`config.mk`:
```
export PLATFORM = sky130hd
export DESIGN_NAME = servo_io_function_mapper
export DESIGN_NICKNAME = d
export VERILOG_FILES = /design/src/servo_io_pkg.sv /design/src/servo_io_function_mapper.sv
export SDC_FILE = /design/constraint.sdc
export NUM_CORES = 1
export LEC_CHECK = 0
export ABC_CLOCK_PERIOD_IN_PS = 6000
export BUFFER_PORTS_ARGS = -buffer_cell sky130_fd_sc_hd__clkbuf_2
export CAP_MARGIN = 20
export CELL_PAD_IN_SITES_DETAIL_PLACEMENT = 0
export CELL_PAD_IN_SITES_GLOBAL_PLACEMENT = 1
export CORE_MARGIN = 2
export CORE_UTILIZATION = 45
export CTS_CLUSTER_SIZE = 14
export DETAILED_ROUTE_END_ITERATION = 8
export GPL_TIMING_DRIVEN = 0
export HOLD_SLACK_MARGIN = 0.02
export PLACE_DENSITY_LB_ADDON = 0.12
export SYNTH_ARGS = -nofsm -noshare
export SYNTH_HDL_FRONTEND = slang
export SYNTH_SLANG_ARGS = --single-unit
export TNS_END_PERCENT = 100
```
`constraint.sdc`:
```
create_clock -name clk -period 6 [get_ports clk]
set_clock_uncertainty 0.1 [all_clocks]
set_input_delay 0.6 -clock clk [delete_from_list [all_inputs] [get_ports clk]]
set_output_delay 0.6 -clock clk [all_outputs]
set_load 0.03 [all_outputs]
```
`src/servo_io_pkg.sv`:
```
// Shared constants and types for the servo terminal function mapper.
// Assumes one 100 MHz clock and a plain one-cycle register port.
package servo_io_pkg;

    // Terminal counts
    localparam int NUM_DI = 8;
    localparam int NUM_DO = 4;

    // Register byte addresses
    localparam logic [7:0] ADDR_DI_CFG    = 8'h00;
    localparam logic [7:0] ADDR_DO_CFG    = 8'h20;
    localparam logic [7:0] ADDR_ROT_THR   = 8'h30;
    localparam logic [7:0] ADDR_AGREE_THR = 8'h34;
    localparam logic [7:0] ADDR_CTRL_STAT = 8'h38;
    localparam logic [7:0] ADDR_PIN_STAT  = 8'h3c;

    // Field positions and reset values
    localparam int INV_BIT = 8;
    localparam logic [15:0] ROT_THR_RST   = 16'h0014;
    localparam logic [15:0] AGREE_THR_RST = 16'h000a;

    // Input function codes
    localparam logic [4:0] FN_OFF          = 5'h00;
    localparam logic [4:0] FN_ENABLE       = 5'h01;
    localparam logic [4:0] FN_FAULT_CLEAR  = 5'h02;
    localparam logic [4:0] FN_FWD_INHIBIT  = 5'h03;
    localparam logic [4:0] FN_REV_INHIBIT  = 5'h04;
    localparam logic [4:0] FN_ZERO_CLAMP   = 5'h05;
    localparam logic [4:0] FN_DEV_CLEAR    = 5'h06;
    localparam logic [4:0] FN_CMD_REVERSE  = 5'h07;
    localparam logic [4:0] FN_ESTOP        = 5'h08;
    localparam logic [4:0] FN_GEAR_SEL     = 5'h09;
    localparam logic [4:0] FN_PULSE_BLOCK  = 5'h0b;
    localparam logic [4:0] FN_SPEED_SEG0   = 5'h0d;
    localparam logic [4:0] FN_SPEED_SEG1   = 5'h0e;
    localparam logic [4:0] FN_SPEED_SEG2   = 5'h0f;
    localparam logic [4:0] FN_MIXED_CTRL   = 5'h11;
    localparam logic [4:0] FN_POS_SEG_RUN  = 5'h14;
    localparam logic [4:0] FN_POS_SEG0     = 5'h15;
    localparam logic [4:0] FN_POS_SEG1     = 5'h16;
    localparam logic [4:0] FN_POS_SEG2     = 5'h17;
    localparam logic [4:0] FN_POS_SEG3     = 5'h18;

    // Output function codes
    localparam logic [7:0] OUT_OFF      = 8'h80;
    localparam logic [7:0] OUT_READY    = 8'h81;
    localparam logic [7:0] OUT_FAULT    = 8'h82;
    localparam logic [7:0] OUT_WARN     = 8'h83;
    localparam logic [7:0] OUT_ROTATING = 8'h84;
    localparam logic [7:0] OUT_ZERO_SPD = 8'h85;
    localparam logic [7:0] OUT_POS_DONE = 8'h86;
    localparam logic [7:0] OUT_POS_NEAR = 8'h87;
    localparam logic [7:0] OUT_SPD_AGREE = 8'h88;

    // Decoded controls toward the drive core
    typedef struct packed {
        logic       servoEnable;
        logic       faultClear;
        logic       fwdInhibit;
        logic       revInhibit;
        logic       zeroClamp;
        logic       devClear;
        logic       cmdReverse;
        logic       estopStop;
        logic       gearSel2;
        logic       pulseBlock;
        logic [2:0] speedSeg;
        logic       mixedCtrl;
        logic       posSegRun;
        logic [3:0] posSeg;
    } ctrl_t;

    // Drive conditions reported on output terminals
    typedef struct packed {
        logic        driveReady;
        logic        faultActive;
        logic        warnActive;
        logic        posDone;
        logic        posNear;
        logic        speedMode;
        logic [15:0] motorSpeed;
        logic [15:0] speedCmd;
    } drive_stat_t;

endpackage : servo_io_pkg

```
`src/servo_io_function_mapper.sv`:
```
// Maps digital input terminals to drive controls and drive
// conditions to output terminals, by per-terminal function codes.
// Assumes inputs synchronous to clk; speeds are signed rpm words.
//
// Contract
// RQ1: Enable function valid enables motor, invalid prohibits enabling.
// RQ2: Fault clear function valid resets faults and warnings.
// RQ3: Forward inhibit function valid prohibits forward drive.
// RQ4: Reverse inhibit function valid prohibits reverse drive.
// RQ5: Zero clamp function valid enables zero-speed clamping.
// RQ6: Deviation clear function valid clears the deviation counter.
// RQ7: Reverse function valid reverses incoming instruction direction.
// RQ8: Emergency stop invalid stops at zero speed, then locks position.
// RQ9: Gear select valid picks ratio two, invalid ratio one.
// RQ10: Pulse block function valid refuses instruction pulses.
// RQ11: Three speed selection functions form the speed segment number.
// RQ12: Mixed control function valid puts motor in mixed mode.
// RQ13: Position run function valid runs internal position segments.
// RQ14: Four position selection functions form the position segment.
// RQ15: Ready output valid when drive ready to accept enabling.
// RQ16: Fault output valid whenever a fault is detected.
// RQ17: Warning output valid whenever a warning is signalled.
// RQ18: Rotating output valid while speed magnitude exceeds threshold.
// RQ19: Zero-speed output valid while motor is stopped.
// RQ20: Outputs report positioning complete and positioning near.
// RQ21: Speed agree valid in speed mode when error below threshold.
// RQ22: Unused and undefined codes have no effect on anything.
// RQ23: Codes held per terminal; levels taken after terminal polarity.
`timescale 1ns/1ns
module servo_io_function_mapper
    import servo_io_pkg::*;
(
    input  wire logic              clk,
    input  wire logic              rst,
    input  wire logic              ce,
    input  wire logic [7:0]        addr,
    input  wire logic [31:0]       wdata,
    input  wire logic              wr,
    input  wire logic              rd,
    output logic      [31:0]       rdata,
    input  wire logic [NUM_DI-1:0] diPins,
    output logic      [NUM_DO-1:0] doPins,
    input  wire drive_stat_t       drive,
    output ctrl_t                  ctrl
);

    // Configuration storage
    logic [4:0]  diCode_r [NUM_DI];
    logic [NUM_DI-1:0] diInv_r;
    logic [7:0]  doCode_r [NUM_DO];
    logic [NUM_DO-1:0] doInv_r;
    logic [15:0] rotThr_r;
    logic [15:0] agreeThr_r;
    logic [31:0] rdata_r;
    logic [31:0] rdata_nxt;
    ctrl_t       ctrl_r;
    ctrl_t       ctrl_nxt;
    logic [NUM_DO-1:0] doPins_r;
    logic [NUM_DO-1:0] doPins_nxt;
    logic [NUM_DO-1:0] doValid;

    // Address decode
    wire logic       diSel   = (addr[7:5] == ADDR_DI_CFG[7:5]);
    wire logic       doSel   = (addr[7:4] == ADDR_DO_CFG[7:4]);
    wire logic [2:0] diIdx   = addr[4:2];
    wire logic [1:0] doIdx   = addr[3:2];
    wire logic       rotSel  = (addr == ADDR_ROT_THR);
    wire logic       agrSel  = (addr == ADDR_AGREE_THR);
    wire logic       ctlSel  = (addr == ADDR_CTRL_STAT);
    wire logic       pinSel  = (addr == ADDR_PIN_STAT);
    wire logic       wrEn    = wr && ce;
    wire logic       rdEn    = rd && ce;

    // RQ23 polarity applied per terminal
    wire logic [NUM_DI-1:0] diLevel = diPins ^ diInv_r;

    // Per-code hit and assignment maps
    logic [31:0] codeHit;
    logic [31:0] codeSeen;
    always_comb begin
        codeHit  = '0;
        codeSeen = '0;
        for (int i = 0; i < NUM_DI; i++) begin
            codeSeen[diCode_r[i]] = 1'b1;
            if (diLevel[i]) begin
                codeHit[diCode_r[i]] = 1'b1;
            end
        end
        // RQ22 unused code drives nothing
        codeHit[FN_OFF]  = 1'b0;
        codeSeen[FN_OFF] = 1'b0;
    end

    // Control decode, level-for-level
    always_comb begin
        ctrl_nxt = '0;
        // RQ1 enable follows its level
        ctrl_nxt.servoEnable = codeHit[FN_ENABLE];
        // RQ2 fault clear request
        ctrl_nxt.faultClear  = codeHit[FN_FAULT_CLEAR];
        // RQ3 forward inhibit
        ctrl_nxt.fwdInhibit  = codeHit[FN_FWD_INHIBIT];
        // RQ4 reverse inhibit
        ctrl_nxt.revInhibit  = codeHit[FN_REV_INHIBIT];
        // RQ5 zero-speed clamp
        ctrl_nxt.zeroClamp   = codeHit[FN_ZERO_CLAMP];
        // RQ6 deviation counter clear
        ctrl_nxt.devClear    = codeHit[FN_DEV_CLEAR];
        // RQ7 instruction reversal
        ctrl_nxt.cmdReverse  = codeHit[FN_CMD_REVERSE];
        // RQ8 stop only when assigned and invalid
        ctrl_nxt.estopStop   = codeSeen[FN_ESTOP] && !codeHit[FN_ESTOP];
        // RQ9 gear ratio two when valid
        ctrl_nxt.gearSel2    = codeHit[FN_GEAR_SEL];
        // RQ10 pulse acceptance block
        ctrl_nxt.pulseBlock  = codeHit[FN_PULSE_BLOCK];
        // RQ11 speed segment bits
        ctrl_nxt.speedSeg    = {codeHit[FN_SPEED_SEG2],
                                codeHit[FN_SPEED_SEG1],
                                codeHit[FN_SPEED_SEG0]};
        // RQ12 mixed control mode
        ctrl_nxt.mixedCtrl   = codeHit[FN_MIXED_CTRL];
        // RQ13 position segment run
        ctrl_nxt.posSegRun   = codeHit[FN_POS_SEG_RUN];
        // RQ14 position segment bits
        ctrl_nxt.posSeg      = {codeHit[FN_POS_SEG3],
                                codeHit[FN_POS_SEG2],
                                codeHit[FN_POS_SEG1],
                                codeHit[FN_POS_SEG0]};
    end

    // Speed magnitudes; the most negative word reads as 0x8000 unsigned
    wire logic [15:0] absSpd = drive.motorSpeed[15] ?
                               16'(-drive.motorSpeed) : drive.motorSpeed;
    // Difference kept at 18 bits so full-scale opposite speeds cannot wrap
    wire logic [17:0] spdDiff = {{2{drive.motorSpeed[15]}}, drive.motorSpeed}
                              - {{2{drive.speedCmd[15]}}, drive.speedCmd};
    wire logic [17:0] absDiff = spdDiff[17] ? 18'(-spdDiff) : spdDiff;

    // Output conditions
    // RQ18 rotation above threshold
    wire logic rotating  = absSpd > rotThr_r;
    // RQ19 stopped motor
    wire logic zeroSpeed = (absSpd == 16'h0000);
    // RQ21 agreement only in speed mode
    wire logic spdAgree  = drive.speedMode &&
                           (absDiff < {2'b00, agreeThr_r});

    // Output function select per terminal
    always_comb begin
        for (int j = 0; j < NUM_DO; j++) begin
            case (doCode_r[j])
                // RQ15 ready for enabling
                OUT_READY:     doValid[j] = drive.driveReady;
                // RQ16 fault present
                OUT_FAULT:     doValid[j] = drive.faultActive;
                // RQ17 warning present
                OUT_WARN:      doValid[j] = drive.warnActive;
                OUT_ROTATING:  doValid[j] = rotating;
                OUT_ZERO_SPD:  doValid[j] = zeroSpeed;
                // RQ20 positioning complete and near
                OUT_POS_DONE:  doValid[j] = drive.posDone;
                OUT_POS_NEAR:  doValid[j] = drive.posNear;
                OUT_SPD_AGREE: doValid[j] = spdAgree;
                // RQ22 unused or unknown code stays invalid
                default:       doValid[j] = 1'b0;
            endcase
        end
    end

    // RQ23 output polarity applied per terminal
    assign doPins_nxt = doValid ^ doInv_r;

    // Read mux; unmapped addresses read zero
    always_comb begin
        rdata_nxt = '0;
        if (diSel) begin
            rdata_nxt[4:0]     = diCode_r[diIdx];
            rdata_nxt[INV_BIT] = diInv_r[diIdx];
        end else if (doSel) begin
            rdata_nxt[7:0]     = doCode_r[doIdx];
            rdata_nxt[INV_BIT] = doInv_r[doIdx];
        end else if (rotSel) begin
            rdata_nxt[15:0] = rotThr_r;
        end else if (agrSel) begin
            rdata_nxt[15:0] = agreeThr_r;
        end else if (ctlSel) begin
            rdata_nxt[18:0] = ctrl_r;
        end else if (pinSel) begin
            rdata_nxt[NUM_DI-1:0]  = diPins;
            rdata_nxt[19:16]       = doPins_r;
        end
    end

    // Input terminal configuration writes
    always_ff @(posedge clk or posedge rst) begin
        if (rst) begin
            for (int i = 0; i < NUM_DI; i++) begin
                diCode_r[i] <= FN_OFF;
            end
            diInv_r <= '0;
        end else if (wrEn && diSel) begin
            diCode_r[diIdx] <= wdata[4:0];
            diInv_r[diIdx]  <= wdata[INV_BIT];
        end
    end

    // Output terminal configuration writes
    always_ff @(posedge clk or posedge rst) begin
        if (rst) begin
            for (int j = 0; j < NUM_DO; j++) begin
                doCode_r[j] <= OUT_OFF;
            end
            doInv_r <= '0;
        end else if (wrEn && doSel) begin
            doCode_r[doIdx] <= wdata[7:0];
            doInv_r[doIdx]  <= wdata[INV_BIT];
        end
    end

    // Thresholds
    always_ff @(posedge clk or posedge rst) begin
        if (rst) begin
            rotThr_r   <= ROT_THR_RST;
            agreeThr_r <= AGREE_THR_RST;
        end else if (wrEn) begin
            if (rotSel) rotThr_r <= wdata[15:0];
            if (agrSel) agreeThr_r <= wdata[15:0];
        end
    end

    // Read data stands from the cycle after the strobe until the next clock-enabled edge
    always_ff @(posedge clk or posedge rst) begin
        if (rst) begin
            rdata_r <= '0;
        end else if (ce) begin
            rdata_r <= rdEn ? rdata_nxt : 32'h0000_0000;
        end
    end

    // Registered terminal results, one cycle from pin to control
    always_ff @(posedge clk or posedge rst) begin
        if (rst) begin
            ctrl_r   <= '0;
            doPins_r <= '0;
        end else if (ce) begin
            ctrl_r   <= ctrl_nxt;
            doPins_r <= doPins_nxt;
        end
    end

    assign ctrl   = ctrl_r;
    assign doPins = doPins_r;
    assign rdata  = rdata_r;
endmodule : servo_io_function_mapper

```
==> summary.txt <==
GRT
  – GRT met2 Usage: between 40 and 50%
  – Busiest grt layer: met1
  – Grt met1 use: 46.46%
  – Initial antenna violation count: 0
  – Vias in the first global route: 10450
  – Met3 Use GR: 6.511%
  – Largest net degree at the start of global routing: 81
  – Grt ovf: 0
  – First-pass GRT wire length: 65800 um
  – All-Layer GR Usage: between 30% and 40%

CTS
  – CTS tree: yes
  – Cts hold-fix bufs: 0
  – Clock Path Buffers: 2
  – Latest clock arrival within the worst-skew pair: 0.44 ns
  – Total setup buffers inserted after CTS: 0
  – Post-cts sizing count: 0
  – H-tree levels: 4
  – TritonCTS buffer count: 17
  – Root buffer selected by CTS: clkbuf_16
  – Clock-pin slew on the worst setup and hold paths: 0.08 ns
  – Sink Count: 159

Layout
  – N_diodes: 0
  – Synth-to-Final Area Change: 14.33%
  – Final Cell Area: 13670 um2
  – Layout cells sized above 1: between 20% and 30%
  – Nets: 1518

Synthesis
  – Sequential area share after synthesis: between 30% and 40%
  – Post-synth EDFFs: 0
  – Post-Syn Instances: 1231
  – Area share of the largest cell type after synthesis: about a third
  – Ys Warns: 0
  – Post-synth top area cell: dfrtp_1
  – Mapped Avg Cell Area: 9.713 um2
  – Synthesis-stage register bit count: about 160
  – Unique cell type count in the Yosys netlist: 91
  – Post-synth ARST share: 100.0%
  – Top_reg_cell synth: dfrtp_1
  – Synth top area cells: dfrtp_1 (32%), mux2_2 (11%), mux4_2 (5.5%), ha_1 (5.1%), nor2_1 (3.3%)
  – Post-Syn Area: 11960 um2

Pwr
  – Peak supply drop: 0.1695 mV
  – Pwr/cell area: 248.3 nW/um2
  – LEAKAGE: about 0.0060 uW

Floorplan
  – Initial core utilization: between 40% and 50%
  – Die width: 167 um
  – Die height: 167 um
  – Core area: between 20000 and 30000 um2
  – Core Rows: 59
  – Die ar.: 27890 um2
  – I/O pins: 146

STA
  – RSZ-0062 raised after global routing: no
  – Max_slew headroom: 21.17%
  – Worst Tran Pin Value: around 1.2 ns
  – Fmax: between 150 and 200 MHz
  – Post-route setup slack: ~0.56 ns
  – Minimum clock period: approximately 5.4 ns
  – Fin. Hold Viols: 0
  – Slew Viols, Final: 0
  – Fin crit share: 90.60%
  – Final setup violation count: 0
  – Final hold slack: 0.1000 ns

Setup path
  – Critical Path Slowest Stage Cell: o31ai_1
  – Crit Path Max Fanout: 8
  – Startpoint Class: primary input
  – Cell mode on critical path: ha_1
  – Crit-path cells: clkbuf_2 -> inv_1 -> ha_1 -> fa_1 -> nor2b_2 -> o31ai_2 -> a21boi_1 -> a31o_2 -> o31a_1 -> nor2_1 -> xnor2_1 -> ha_1 -> and4_1 -> o21a_1 -> o21ai_0 -> a21oi_1 -> o31ai_1 -> nand2_1 -> a211o_2 -> mux2i_1 -> a2111o_1
  – Slowest Stage Delay on Critical Path: 0.63 ns
  – Worst path arrival time: 5.65 ns
  – Reg2reg start: agreeThr_r[3]$_DFFE_PP1P_
  – Beginning of the critical path: drive[16]
  – Worst Path Class, Setup: primary input to flop
  – Worst endpoint required time: 6.21 ns
  – Crit end category: flop

Run status
  – Outcome: completed

Placement
  – DP Wirelength: 33700 um
  – Final Wtd Congestion: 0.9840
  – Placement Setup Slack: -0.2207 ns
  – Number of port buffers: between 100 and 150
  – DP Area: 13020 um2

Routing
  – Vias per cell: 6.364
  – WL final: ~44000 um
  – Post-route DRC: 0
  – Routed Antenna Nets: 0
  – Drt wl/cell: 25.47 um
  – Via count: 10970
  – First-pass DRT Iterations: 5
  – First DRT Iteration DRCs: 1095

Run
  – MaxCap Viol Count: 0

Worst hold path
  – HP Class: primary input to asynchronous set/reset pin
## cell families after synthesis
family / share of synthesized area (%)
flops: 33.36
fa+ha+maj: 5.295
other cells: 0.03136
compound gates: 15.71
simple gates: 18.85
xor+xnor: 3.077
buf+inv: 5.274
mux: 18.41
## cell usage after synthesis, drive strengths merged, types with 8 or more instances
| cell | n |
|---|---|
| nor2b | 10 |
| inv | 63 |
| nor3b | 8 |
| mux2 | 122 |
| a221oi | 14 |
| mux2i | 17 |
| nor3 | 28 |
| nor4 | 16 |
| nand4 | 16 |
| buf | 24 |
| o2bb2ai | 22 |
| xnor2 | 24 |
| nand2 | 64 |
| nor4b | 17 |
| o22ai | 58 |
| dfrtp | 151 |
| nand3b | 40 |
| o21ai | 21 |
| or3 | 17 |
| a21o | 10 |
| nand2b | 8 |
| ha | 49 |
| clkbuf | 51 |
| mux4 | 29 |
| o31ai | 11 |
| nor2 | 106 |
| nand3 | 29 |
| a21oi | 59 |
| xor2 | 18 |
| a31oi | 16 |
| dfstp | 8 |
## worst max-delay path, delay by kind of cell
family	cells	cell delay [ns]
AND/OR/NAND/NOR	4	0.63
XOR/XNOR	1	0.22
AO/OA/AOI/OAI	10	2.82
adder cells (fa/ha/maj)	3	0.98
multiplexers	1	0.11
buffers and inverters	2	0.26
## registers in the layout, summed over array words and instances (netlist names)
register,count
agreeThr_r,16
ctrl,19
diCode_r,40
diInv_r,8
doCode_r,32
doInv_r,4
doPins,4
rdata,20
rotThr_r,16
## placed cells by master, fill, tap and decap left out, types with 17 or more instances in the layout
cell type / netlist / layout
o21ai_0: 19 / 19
nand2_1: 64 / 64
o22ai_1: 58 / 58
nand3_1: 29 / 29
nor3_1: 28 / 28
xor2_1: 18 / 18
ha_1: 49 / 49
clkbuf_2: 0 / 113
nor2_1: 106 / 106
mux4_2: 29 / 29
a21oi_1: 59 / 59
mux2_2: 121 / 121
or3_1: 17 / 17
mux2i_1: 17 / 17
clkbuf_1: 48 / 48
xnor2_1: 24 / 24
dfrtp_1: 151 / 151
nand3b_1: 40 / 40
inv_1: 63 / 62
clkbuf_16: 0 / 17
o2bb2ai_1: 22 / 22
## path summary, 6_finish.rpt
path                       cells after the start                       end  slack (ns)
setup / recovery                              21     doPins[1]$_DFFE_PP0P_        0.56
hold / removal                                 2       ctrl[7]$_DFFE_PP0P_        0.10
setup reg to reg                              11     doPins[1]$_DFFE_PP0P_        2.72
hold reg to reg                                1      rdata[0]$_DFFE_PP0P_        0.39
max in group asynchronous                      3  doCode_r[23]$_DFFE_PP1P_        4.85
min in group clk                               2  diCode_r[17]$_DFFE_PP0P_        0.35
## layer usage
| layer | wire [um] | share of wire, % |
|---|---|---|
| met5 | 0 | 0 |
| met4 | 1435 | 3.3 |
| met3 | 3692 | 8.4 |
| met2 | 18450 | 42 |
| met1 | 20330 | 46 |
## layout make-up
class / instances / area [um2]
well taps: 335 / 419.2
clock buffers: 17 / 425.4
repair buffers: 116 / 603.1
multi-input cells: 944 / 7378
flip-flops and latches: 159 / 3989
plain buffers: 75 / 390.4
fillers: 2462 / 12390
clock inverters: 14 / 216.5
inverters: 64 / 247.7
## report_power, final
group	leakage [uW]	internal [uW]	total [uW]	switching, uW
logic	0.00352	355	906	552
clock network	0.000313	714	1230	514
registers	0.00213	1140	1260	115
## through the flow
stage | util (%) | std cells | setup TNS, ns | power, uW
detailed placement | 49.95 | 1691 | -0.3785 | 2159
global placement | 49.82 | 1690 | -127.40 | 2149
floorplan | - | 1242 | 0 | 1853
CTS | 52.42 | 1722 | 0 | 3388
global route | 52.46 | 1724 | 0 | 3543
finish | 52.46 | 1724 | 0 | 3394
Power figures use the tool's default switching activity.
